===== src/core/vpd_params.svh =====
/*
 Offsets, field positions and reset values for the oscillator,
 loop and divider configuration bank.
 Assumes byte-wide registers on an 8-bit register address.
*/
`ifndef VPD_PARAMS_SVH
`define VPD_PARAMS_SVH

// Register offsets
`define VPD_OFS_CALCFG   8'h0e
`define VPD_OFS_AMP      8'h0f
`define VPD_OFS_BAND     8'h10
`define VPD_OFS_RSVD     8'h11
`define VPD_OFS_FBHI     8'h12
`define VPD_OFS_FBMID    8'h13
`define VPD_OFS_FBLO     8'h14
`define VPD_OFS_FIRSTHI  8'h15
`define VPD_OFS_SHARED   8'h16
`define VPD_OFS_SECLO    8'h17
`define VPD_OFS_THIRD    8'h18

// Single-bit field positions
`define VPD_B_CALGO      7
`define VPD_B_LVLAUTO    6
`define VPD_B_CALMAN     2
`define VPD_B_BOOST      1
`define VPD_B_BANDMAN    0
`define VPD_B_FBSRC      3
`define VPD_B_OUTSRC     2
`define VPD_B_LOOPRST    0
`define VPD_B_TESTEN     3

// Multi-bit field ranges inside a register
`define VPD_F_THR        5:3
`define VPD_F_AMP        7:2
`define VPD_F_BAND       7:1
`define VPD_F_NIB_HI     7:4
`define VPD_F_FIRST_LO   7:6
`define VPD_F_SEC_HI     5:0
`define VPD_F_TSEL       2:1
`define VPD_F_THIRD      7:5
// Slices of the wide divider values
`define VPD_N_HI         19:12
`define VPD_N_MID        11:4
`define VPD_N_LO         3:0
`define VPD_D_HI8        9:2
`define VPD_D_LO2        1:0
`define VPD_D_HI6        9:4
`define VPD_D_LO4        3:0

// Reset values
`define VPD_RST_THR      3'h6
`define VPD_RST_AMP      6'h20
`define VPD_RST_BAND     7'h40
`define VPD_RST_FBDIV    20'h80000
`define VPD_RST_FIRST    10'h080
`define VPD_RST_SECOND   10'h000
`define VPD_RST_THIRD    3'h1

// Third divider: code k divides by k plus this offset
`define VPD_THIRD_BASE   4'h4
`define VPD_THIRD_BAD    3'h0

// Test select codes for the lock pin
`define VPD_TS_XTAL      2'h0
`define VPD_TS_UP        2'h1
`define VPD_TS_REF       2'h2
`define VPD_TS_FB        2'h3

`endif


===== src/core/vpd_pkg.sv =====
/*
 Types for the oscillator, loop and divider configuration bank.
 Assumes nothing beyond a SystemVerilog compiler.
*/
package vpd_pkg;

    // One register access from the serial port deserialiser
    typedef struct packed {
        logic [7:0] addr;   // Register offset
        logic [7:0] data;   // Write data
        logic       wr;     // Write strobe, one cycle
        logic       rd;     // Read strobe, one cycle
    } vpd_regreq_t;

    // A full set of divider values
    typedef struct packed {
        logic [19:0] fbDiv;     // Feedback divider
        logic [9:0]  firstDiv;  // First output divider
        logic [9:0]  secondDiv; // Second output divider
        logic [2:0]  thirdDiv;  // Third output divider code
    } vpd_divset_t;

    // Software visible configuration
    typedef struct packed {
        logic        calManual;
        logic        levelAuto;
        logic [2:0]  levelThr;
        logic        supplyBoost;
        logic        bandManual;
        logic [5:0]  amplitude;
        logic [6:0]  band;
        vpd_divset_t div;
        logic        fbFromReg;
        logic        outFromReg;
        logic        loopReset;
        logic        testPortEn;
        logic [1:0]  testSel;
    } vpd_cfg_t;

    // Whole state of the bank
    typedef struct packed {
        vpd_cfg_t    cfg;
        logic        calStart;
        logic [7:0]  rdData;
        logic        rdValid;
        vpd_divset_t eff;
        logic [3:0]  thirdRatio;
        logic        thirdInvalid;
        logic        lockPin;
    } vpd_state_t;

endpackage


===== src/core/vpd_regs.sv =====
/*
 Oscillator, loop and divider configuration bank.
 Assumes register accesses arrive as one-cycle strobes on clk_sys
 from the serial port logic; preset divider values come from the
 pin decode table on the same clock; lock and test clocks are async.
*/
`timescale 1ns/1ps
`default_nettype none
`include "vpd_params.svh"

// Function
// - Calibrate bit starts calibration, self-clears, gated
// - Manual calibration bit disables automatic calibration
// - Level enable picks automatic or fixed amplitude
// - Three-bit level threshold, reset 110
// - Boost bit raises oscillator supply
// - Manual band bit selects band field
// - Amplitude field bits 7:2, reset 10 0000
// - Band field seven bits, reset 100 0000
// - Feedback divider split over three registers
// - Feedback divider resets 0x80000, gated by source
// - Feedback source: pins preset or register
// - Output source: pins or divider registers
// - Loop reset spares the output dividers
// - First divider split, reset 128
// - Second divider split across two registers
// - Test port off: pin shows lock
// - Test select picks lock pin source
// - Third divider codes 1..7 divide 5..11
module vpd_regs (
    input  wire logic                 clk_sys,
    input  wire logic                 nrst,
    input  wire vpd_pkg::vpd_regreq_t regReq,
    input  wire vpd_pkg::vpd_divset_t presetDiv,
    input  wire logic                 lockDetect,
    input  wire logic                 xtalClk,
    input  wire logic                 pumpUpHalf,
    input  wire logic                 refHalf,
    input  wire logic                 fbHalf,
    output logic               [7:0]  regRdData,
    output logic                      regRdValid,
    output logic                      calStart,
    output logic                      calManual,
    output logic                      levelAuto,
    output logic               [2:0]  levelThreshold,
    output logic               [5:0]  vcoAmplitude,
    output logic                      supplyBoost,
    output logic                      bandManual,
    output logic               [6:0]  vcoBand,
    output vpd_pkg::vpd_divset_t      divSetting,
    output logic               [3:0]  thirdDivRatio,
    output logic                      thirdDivInvalid,
    output logic                      loopReset,
    output logic                      lockPin
);

    ////////////////////////////////////////////////////////////////////
    // Declarations

    logic                rstN;      // Reset, released synchronously
    logic [4:0]          asyncSync; // Synchronised async levels
    logic                lockSync;  // Loop lock status
    logic                xtalSync;  // Crystal oscillator output
    logic                upSync;    // Pump-up clock halved
    logic                refSync;   // Reference clock halved
    logic                fbSync;    // Feedback clock halved
    vpd_pkg::vpd_state_t st;        // Registered state
    vpd_pkg::vpd_state_t next_st;   // Next state

    ////////////////////////////////////////////////////////////////////
    // Reset release and input synchronisers

    // Reset asserts at once and leaves after two clean edges
    vpd_sync #(.W(1)) uRstSync (
        .clk_sys (clk_sys),
        .rstN    (nrst),
        .d       (1'b1),
        .q       (rstN)
    );

    // Test clocks are sampled at 40 MHz, so the pin only shows
    // them faithfully while they stay well below that rate
    vpd_sync #(.W(5)) uPinSync (
        .clk_sys (clk_sys),
        .rstN    (rstN),
        .d       ({lockDetect, xtalClk, pumpUpHalf, refHalf, fbHalf}),
        .q       (asyncSync)
    );

    assign {lockSync, xtalSync, upSync, refSync, fbSync} = asyncSync;

    ////////////////////////////////////////////////////////////////////
    // Read-back of one register from the configuration

    function automatic logic [7:0] regRead(
        input vpd_pkg::vpd_cfg_t c,
        input logic [7:0]        a
    );
        logic [7:0] v;
        v = 8'h00;
        unique case (a)
            `VPD_OFS_CALCFG:
            begin
                // Calibrate bit is self-clearing, reads zero
                v[`VPD_B_LVLAUTO] = c.levelAuto;
                v[`VPD_F_THR]     = c.levelThr;
                v[`VPD_B_CALMAN]  = c.calManual;
                v[`VPD_B_BOOST]   = c.supplyBoost;
                v[`VPD_B_BANDMAN] = c.bandManual;
            end
            `VPD_OFS_AMP:     v[`VPD_F_AMP] = c.amplitude;
            `VPD_OFS_BAND:    v[`VPD_F_BAND] = c.band;
            `VPD_OFS_FBHI:    v = c.div.fbDiv[`VPD_N_HI];
            `VPD_OFS_FBMID:   v = c.div.fbDiv[`VPD_N_MID];
            `VPD_OFS_FBLO:
            begin
                v[`VPD_F_NIB_HI]  = c.div.fbDiv[`VPD_N_LO];
                v[`VPD_B_FBSRC]   = c.fbFromReg;
                v[`VPD_B_OUTSRC]  = c.outFromReg;
                v[`VPD_B_LOOPRST] = c.loopReset;
            end
            `VPD_OFS_FIRSTHI: v = c.div.firstDiv[`VPD_D_HI8];
            `VPD_OFS_SHARED:
            begin
                v[`VPD_F_FIRST_LO] = c.div.firstDiv[`VPD_D_LO2];
                v[`VPD_F_SEC_HI]   = c.div.secondDiv[`VPD_D_HI6];
            end
            `VPD_OFS_SECLO:
            begin
                v[`VPD_F_NIB_HI] = c.div.secondDiv[`VPD_D_LO4];
                v[`VPD_B_TESTEN] = c.testPortEn;
                v[`VPD_F_TSEL]   = c.testSel;
            end
            `VPD_OFS_THIRD:   v[`VPD_F_THIRD] = c.div.thirdDiv;
            default:          v = 8'h00;
        endcase
        return v;
    endfunction

    ////////////////////////////////////////////////////////////////////
    // Next state

    always_comb
    begin
        next_st          = st;
        next_st.calStart = 1'b0;
        next_st.rdValid  = regReq.rd;
        next_st.rdData   = regReq.rd ? regRead(st.cfg, regReq.addr)
                                     : st.rdData;

        // Writes; bits with no field and offset reserved_pll_slot are dropped
        if (regReq.wr)
        begin
            unique case (regReq.addr)
                `VPD_OFS_CALCFG:
                begin
                    next_st.cfg.calManual = regReq.data[`VPD_B_CALMAN];
                    next_st.cfg.levelAuto = regReq.data[`VPD_B_LVLAUTO];
                    next_st.cfg.levelThr = regReq.data[`VPD_F_THR];
                    next_st.cfg.supplyBoost = regReq.data[`VPD_B_BOOST];
                    next_st.cfg.bandManual = regReq.data[`VPD_B_BANDMAN];
                    next_st.calStart = regReq.data[`VPD_B_CALGO]
                                     & regReq.data[`VPD_B_CALMAN];
                end
                `VPD_OFS_AMP:
                    next_st.cfg.amplitude = regReq.data[`VPD_F_AMP];
                `VPD_OFS_BAND:
                    next_st.cfg.band = regReq.data[`VPD_F_BAND];
                `VPD_OFS_FBHI:
                    next_st.cfg.div.fbDiv[`VPD_N_HI] = regReq.data;
                `VPD_OFS_FBMID:
                    next_st.cfg.div.fbDiv[`VPD_N_MID] = regReq.data;
                `VPD_OFS_FBLO:
                begin
                    next_st.cfg.div.fbDiv[`VPD_N_LO] =
                        regReq.data[`VPD_F_NIB_HI];
                    next_st.cfg.fbFromReg = regReq.data[`VPD_B_FBSRC];
                    next_st.cfg.outFromReg = regReq.data[`VPD_B_OUTSRC];
                    next_st.cfg.loopReset = regReq.data[`VPD_B_LOOPRST];
                end
                `VPD_OFS_FIRSTHI:
                    next_st.cfg.div.firstDiv[`VPD_D_HI8] = regReq.data;
                `VPD_OFS_SHARED:
                begin
                    next_st.cfg.div.firstDiv[`VPD_D_LO2] =
                        regReq.data[`VPD_F_FIRST_LO];
                    next_st.cfg.div.secondDiv[`VPD_D_HI6] =
                        regReq.data[`VPD_F_SEC_HI];
                end
                `VPD_OFS_SECLO:
                begin
                    next_st.cfg.div.secondDiv[`VPD_D_LO4] =
                        regReq.data[`VPD_F_NIB_HI];
                    next_st.cfg.testPortEn = regReq.data[`VPD_B_TESTEN];
                    next_st.cfg.testSel = regReq.data[`VPD_F_TSEL];
                end
                `VPD_OFS_THIRD:
                    next_st.cfg.div.thirdDiv = regReq.data[`VPD_F_THIRD];
                default:
                    next_st.cfg = st.cfg;
            endcase
        end

        // output dividers source, all three together
        next_st.eff = st.cfg.outFromReg ? st.cfg.div : presetDiv;

        // feedback divider source, independent of the outputs
        next_st.eff.fbDiv = st.cfg.fbFromReg ? st.cfg.div.fbDiv
                                             : presetDiv.fbDiv;

        // third divider ratio; code 000 flagged, ratio zero
        next_st.thirdInvalid = (st.eff.thirdDiv == `VPD_THIRD_BAD);
        next_st.thirdRatio   = next_st.thirdInvalid ? 4'h0
                             : {1'b0, st.eff.thirdDiv} + `VPD_THIRD_BASE;

        // lock status unless test port is on
        next_st.lockPin = lockSync;
        if (st.cfg.testPortEn)
        begin
            unique case (st.cfg.testSel)
                `VPD_TS_XTAL: next_st.lockPin = xtalSync;
                `VPD_TS_UP:   next_st.lockPin = upSync;
                `VPD_TS_REF:  next_st.lockPin = refSync;
                `VPD_TS_FB:   next_st.lockPin = fbSync;
            endcase
        end
    end

    ////////////////////////////////////////////////////////////////////
    // State register; reset values of every field

    always_ff @(posedge clk_sys or negedge rstN)
    begin
        if (!rstN)
        begin
            st                    <= '0;
            st.cfg.levelAuto      <= 1'b1;
            st.cfg.levelThr       <= `VPD_RST_THR;
            st.cfg.amplitude      <= `VPD_RST_AMP;
            st.cfg.band           <= `VPD_RST_BAND;
            st.cfg.div.fbDiv      <= `VPD_RST_FBDIV;
            st.cfg.div.firstDiv   <= `VPD_RST_FIRST;
            st.cfg.div.secondDiv  <= `VPD_RST_SECOND;
            st.cfg.div.thirdDiv   <= `VPD_RST_THIRD;
        end
        else
        begin
            st <= next_st;
        end
    end

    ////////////////////////////////////////////////////////////////////
    // Outputs, all straight from the state register

    assign regRdData       = st.rdData;
    assign regRdValid      = st.rdValid;
    assign calStart        = st.calStart;
    assign calManual       = st.cfg.calManual;
    assign levelAuto       = st.cfg.levelAuto;
    assign levelThreshold  = st.cfg.levelThr;
    assign vcoAmplitude    = st.cfg.amplitude;
    assign supplyBoost     = st.cfg.supplyBoost;
    assign bandManual      = st.cfg.bandManual;
    assign vcoBand         = st.cfg.band;
    assign divSetting      = st.eff;
    assign thirdDivRatio   = st.thirdRatio;
    assign thirdDivInvalid = st.thirdInvalid;
    assign loopReset       = st.cfg.loopReset;
    assign lockPin         = st.lockPin;
endmodule // vpd_regs

`default_nettype wire


===== src/core/vpd_sync.sv =====
/*
 Two flip-flop synchroniser, a bus of independent levels.
 Assumes each bit is a level; bits are not coherent with each other.
*/
`timescale 1ns/1ps
`default_nettype none

module vpd_sync #(
    parameter int W = 1
) (
    input  wire logic         clk_sys,
    input  wire logic         rstN,
    input  wire logic [W-1:0] d,
    output logic      [W-1:0] q
);

    // First stage, read only by the second
    logic [W-1:0] meta;

    ////////////////////////////////////////////////////////////////////
    // Two stages, cleared asynchronously
    always_ff @(posedge clk_sys or negedge rstN)
    begin
        if (!rstN)
        begin
            meta <= '0;
            q    <= '0;
        end
        else
        begin
            meta <= d;
            q    <= meta;
        end
    end

endmodule // vpd_sync

`default_nettype wire


===== config.mk =====
export PLATFORM = sky130hd
export DESIGN_NAME = vpd_regs
export DESIGN_NICKNAME = d
export VERILOG_FILES = /design/src/core/vpd_pkg.sv /design/src/core/vpd_regs.sv /design/src/core/vpd_sync.sv
export VERILOG_INCLUDE_DIRS = /design/src /design/src/core
export SDC_FILE = /design/constraint.sdc
export NUM_CORES = 1
export LEC_CHECK = 0
export BUFFER_PORTS_ARGS = -buffer_cell sky130_fd_sc_hd__buf_2
export CAP_MARGIN = 40
export CORE_UTILIZATION = 58
export DETAILED_ROUTE_END_ITERATION = 12
export PLACE_DENSITY = 0.84
export SYNTH_ARGS = -nofsm -noshare
export SYNTH_HDL_FRONTEND = slang
export SYNTH_SLANG_ARGS = --single-unit

===== constraint.sdc =====
create_clock -name clk_sys -period 11.4 [get_ports clk_sys]
set_clock_uncertainty 0.1 [all_clocks]
set_input_delay 1.71 -clock clk_sys [delete_from_list [all_inputs] [get_ports clk_sys]]
set_output_delay 1.71 -clock clk_sys [all_outputs]
set_load 0.1 [all_outputs]

Yosys cells after proc, flatten, opt, wreduce, memory -nomap -nowiden
Cells that the tools add are included.
Word-level totals
  logic and storage cells: 73
  output and inout bits: 80
  bits of input ports: 68
  register bits after elaboration: 140
Cells by class
  reductions and logical operators: 12
  bitwise gates (word level): 1
  multiplexer cells: 12
  add/subtract/negate cells: 1
  equality and inequality tests: 13
Operator list (number)
  $eq A8 B5 Y1 const B: 8
  $pmux W3 S9: 1
  $mux W23: 1
  $mux W20: 1
  $pmux W2 S10: 1
  $reduce_and A2 Y1: 10
  $eq A8 B4 Y1 const B: 2
  $pmux W1 S9: 1
  $pmux W1 S7: 1
  $pmux W1 S6: 1
  $add A3 B3 Y4 const B: 1
  $eq A2 B2 Y1 const B: 2
  $mux W4: 1
  $pmux W1 S4: 1
  $logic_not A3 Y1: 1
  $mux W1: 3
  $eq A2 B1 Y1 const B: 1
  $logic_not A2 Y1: 1
  $and A1 B1 Y1: 1

Longest topological paths before layout
  depth in word-level cells: 3
  gate-level depth with buffers: 7
  depth with buffers taken out: 5

Hierarchy
Synthesis repeated with hierarchy kept, for this count alone.
Unflattened totals
  cell total of the unflattened synthesis: 481
  area total of the unflattened synthesis: 6391.1 um^2
By module, submodules not included
  vpd_regs: cells each 469, instances 1, sequential area each 3213.1 um^2, area each 6090.8 um^2
  vpd_sync (uPinSync): cells each 10, instances 1, sequential area each 250.2 um^2, area each 250.2 um^2
  vpd_sync (uRstSync): cells each 2, instances 1, sequential area each 50.0 um^2, area each 50.0 um^2

Least setup slack after synthesis
No wires, ideal clock.
  path kind: input-to-reg
  start: input port regReq[17] (netlist bit)
  end: register st, in the netlist vcoBand[0]
  required time: 11175 ps
  path buffers: 1
  arrival time: 2890 ps
  stages: 5
  setup slack: 8286 ps
  library setup time: 125 ps
  cell sequence: nor3_4 > and3_1 > and3_1 > buf_2 > mux2_2
Between the ends
  longest elaborated chain between the ends: 2
Ends and longest elaborated chain
  start, declared: line vpd_regs.sv:33  | input wire vpd_pkg::vpd_regreq_t regReq,
  $eq A8 B5 Y1: line vpd_regs.sv:154  | unique case (regReq.addr)
  $reduce_and A2 Y1 (no line)
  end signal, assigned: line vpd_regs.sv:248  | st <= next_st;
  end, declared: line vpd_regs.sv:67  | vpd_pkg::vpd_state_t st;
No other way between the ends.
A chain may end at the register's enable or synchronous reset.

Final worst setup path
  start: register st, in the netlist vcoBand[6]
  end: output port vcoBand[6]
RTL lines
  end, declared: line vpd_regs.sv:49  | output logic [6:0] vcoBand,
No word-level cell between the ends.

==> summary.md <==
| Metric | Value |
|---|---|
| Initial antenna violation count | 1 |
| Post-Syn Instances | ~460 |
| Clock sink count | 140 |
| Sw Share | just over 30% |
| Count of final setup violators | 0 |
| Antenna-violating nets left | 0 |
| Min cycle time layout | about 3.3 ns |
| Share of cells above drive strength 1 | roughly three fifths |
| Drt drc | 0 |
| Routed len/inst | just over 20 um |
| Synth-to-Final Area Change | 14.2% |
| Unrepaired setup endpoints after global routing | no |
| Setup Buffers After CTS | 0 |
| Max cap viols | 0 |
| CP bufs+invs | 1 |
| Hold Vio Cnt, Final | 0 |
| Remaining Overflow, GRT | 0 |
| CTS max path bufs | 2 |
| First-pass GRT wire length | ~22,000 um |
| Ys Warns | 0 |
| Area occupied by multi-input gates | 2150 um^2 |
| DRT iter0 DRCs | just under 400 |
| Setup TNS | 0 ns |
| FMAX | 299 MHz |
| Critical Path Fanout Max | 3 |
| Die area | 11,300 um^2 |
| Hold WC Path Type | register to register |
| CTS tree | yes |
| Synth cell types | 52 |
| NetSw | ~0.38 mW |
| Arr. time, crit path | 1.53 ns |
| GPL Wtd Cong | about 0.86 |
| Port buffer count | approximately 150 |
| Placed wire-length estimate | about 9400 um |
| FF/Latch Area | between 3000 and 4000 um^2 |
| Avg Cell Area, Syn | about 14 um^2 |
| Crit-path slowest cell | dfstp_2 |
| Via count | just under 4,000 |
| Cts hold-fix bufs | 0 |
| Synthesized area | ~6300 um^2 |
| Combinational share of power | roughly 16% |
| FP Rows | 37 |
| CTS Buf Count | 17 |
| Fin crit share | between 20% and 30% |
| Post-synthesis net count | around 530 |
| Relative slew margins | 44.1% |
| FF+latch count, synth | 140 |
| Sequential cell area fraction in the yosys report | between 50% and 60% |
| Internal power | 0.880 mW |
| Drt first pass iters | 4 |
| Final Max Tran Viols | 0 |
| Core area | between 10,000 and 15,000 um^2 |
| # H-tree levels | 4 |
| Vias in the first global route | between 4,000 and 5,000 |
| Status | finished clean |
| Final-stage net count | between 600 and 700 |
| Reg power frac | 43.0% |
| Die Wd | between 100 and 150 um |
| Clk root buf | clkbuf_8 |
| Worst-Skew Late Latency | 0.53 ns |
| PD cells | between 150 and 200 nW/um^2 |
| Clk slew on worst S/H paths | about 0.06 ns |
| Worst setup EP type | output port |
| Global Route Usage Sum | about a quarter |
| CP startpoint kind | register |
| Largest net degree at the start of global routing | 74 |
| Clk pwr share | approximately 42% |
| I/O pin count | around 150 |
| Crit-path leading delay family | flip-flops |
| Crit-path cells | buf_2 |
| Hold_ws | 0.249 ns |
| Worst-margin pin slew | 0.838 ns |
| Post-DR vias/cell | approximately 5.8 |
| Worst Path Required | roughly 9.6 ns |
| Post-Route WL | between 10,000 and 15,000 um |
| Static Leakage | around 3.5 nW |
| Worst setup path class | register to output port |
| Initial Util | a little over 60% |
| CP max stage delay | roughly 0.56 ns |
| Number of diodes | 0 |
| Post-CTS sizing | 0 |
| Die height | ~110 um |
| Peak supply drop | just under 0.1 mV |
| Fillers | ~700 |
==> state kept, by name (all words and copies together), names as in the netlist, 3 cells and up <==
register        cells
divSetting         43
levelThreshold      3
regRdData           8
st                 48
thirdDivRatio       4
uPinSync.meta       5
uPinSync.q          5
vcoAmplitude        6
vcoBand             7
==> synthesized netlist by cell type, drive strengths merged <==
| cell | number | area [um^2] |
|---|---|---|
| nand2 | 9 | 36.3 |
| a22oi | 1 | 7.51 |
| a21o | 1 | 7.51 |
| or3b | 1 | 8.76 |
| nand3 | 9 | 65.1 |
| o32a | 1 | 10.0 |
| and3 | 5 | 31.3 |
| o21ai | 3 | 15.0 |
| a21oi | 6 | 30.0 |
| a2bb2oi | 1 | 8.76 |
| inv | 2 | 7.50 |
| or2 | 1 | 6.26 |
| and2b | 1 | 7.51 |
| mux4 | 3 | 67.6 |
| nor2 | 15 | 71.3 |
| o22a | 1 | 8.76 |
| clkbuf | 7 | 27.5 |
| a32o | 2 | 20.0 |
| a32oi | 1 | 8.76 |
| a31oi | 5 | 31.3 |
| nor2b | 3 | 18.8 |
| and4 | 2 | 17.5 |
| a221oi | 3 | 26.3 |
| or3 | 1 | 6.26 |
| nand4 | 1 | 6.26 |
| o22ai | 1 | 6.26 |
| mux2 | 122 | 1370 |
| nor3 | 5 | 58.8 |
| buf | 88 | 622 |
| and3b | 1 | 8.76 |
| a311oi | 1 | 8.76 |
| a22o | 5 | 43.8 |
| conb | 1 | 3.75 |
| dfrtp | 132 | 3300 |
| dfstp | 8 | 210 |
| and2 | 2 | 12.5 |
| mux2i | 8 | 80.1 |
| o221ai | 1 | 8.76 |
| a211oi | 2 | 15.0 |
| o31ai | 1 | 7.51 |
| a311o | 1 | 10.0 |
==> cells by family (layout without fill, tap and decap cells) <==
logic type | count (synthesis) | count (layout) | share of synthesized area, %
DFF | 140 | 140 | 55.5
muxes | 133 | 133 | 24.1
buffers and inverters | 97 | 185 | 10.4
and+or+nand+nor | 56 | 56 | 5.62
AOI/OAI and AO/OA | 37 | 37 | 4.33
other | 1 | 1 | 0.0593
==> final timing paths <==
check | startpoint | endpoint | slack [ns] | cells past startpoint
min in group asynchronous | uRstSync.q | st[101] | 0.34 | 0
min | uPinSync.meta[0] | uPinSync.q[0] | 0.25 | 0
min reg2reg | uPinSync.meta[0] | uPinSync.q[0] | 0.25 | 0
max in group asynchronous | uRstSync.q | st[85] | 9.80 | 2
max | vcoBand[6] | vcoBand[6] | 8.06 | 1
max reg2reg | st[64] | regRdData[3] | 9.72 | 4
==> area by class of cell <==
type / count / area share, %
Multi-Input combinational cell: 227 / 29.8
Tap cell: 136 / 2.36
Sequential cell: 140 / 48.7
Clock inverter: 15 / 2.04
Clock buffer: 17 / 5.73
Timing Repair Buffer: 151 / 11.3
Inverter: 2 / 0.104
==> stage by stage <==
stage               util [%]  area, um^2  cells  power, mW  worst slack [ns]
CTS                     68.8        7200    687       1.27              8.05
global placement        63.0        6590    653      0.739              7.70
detailed placement      63.4        6640    655      0.744              7.59
floorplan                  -        6320    464      0.718              7.12
global route            69.1        7220    688       1.30              7.99
finish                  69.1        7220    688       1.26              8.06
==> worst reg2reg max path: cells and delay by family, from the launching register on <==
kind	cells	cell delay, ns
flops	1	0.49
compound gates	2	0.28
mux	1	0.46
buf+inv	1	0.22
==> metal layers <==
metal	track usage [%]	share of wire (%)	vias up
met2	42.2	50	200
li1	-	-	1722
met3	7.30	7.3	33
met5	0	0.098	-
met4	13.9	2.4	2
met1	33.8	40	2011
==> cells in the final DEF (no fill, tap or decap), types with 3 or more instances in the layout <==
master / count
o21ai_0: 3
a221oi_1: 3
nor2b_1: 3
clkbuf_16: 16
nor2_1: 11
dfstp_2: 8
mux4_2: 3
and3_1: 5
nand3_2: 4
mux2_2: 121
mux2i_1: 8
a22o_1: 5
buf_2: 147
nor3_4: 3
a31oi_1: 5
nor2_2: 3
nand3_1: 5
dfrtp_1: 131
nand2_1: 8
clkinvlp_4: 3
a21oi_1: 6
clkinv_2: 6
==> power groups by stage <==
stage	clock, mW	combinational, mW	sequential (mW)
after floorplan	0	0.161	0.557
after global placement	0	0.186	0.553
after detailed placement	0	0.192	0.552
after CTS	0.530	0.194	0.543
after global routing	0.553	0.203	0.546
final	0.524	0.195	0.543
Power figures use the tool's default switching activity.
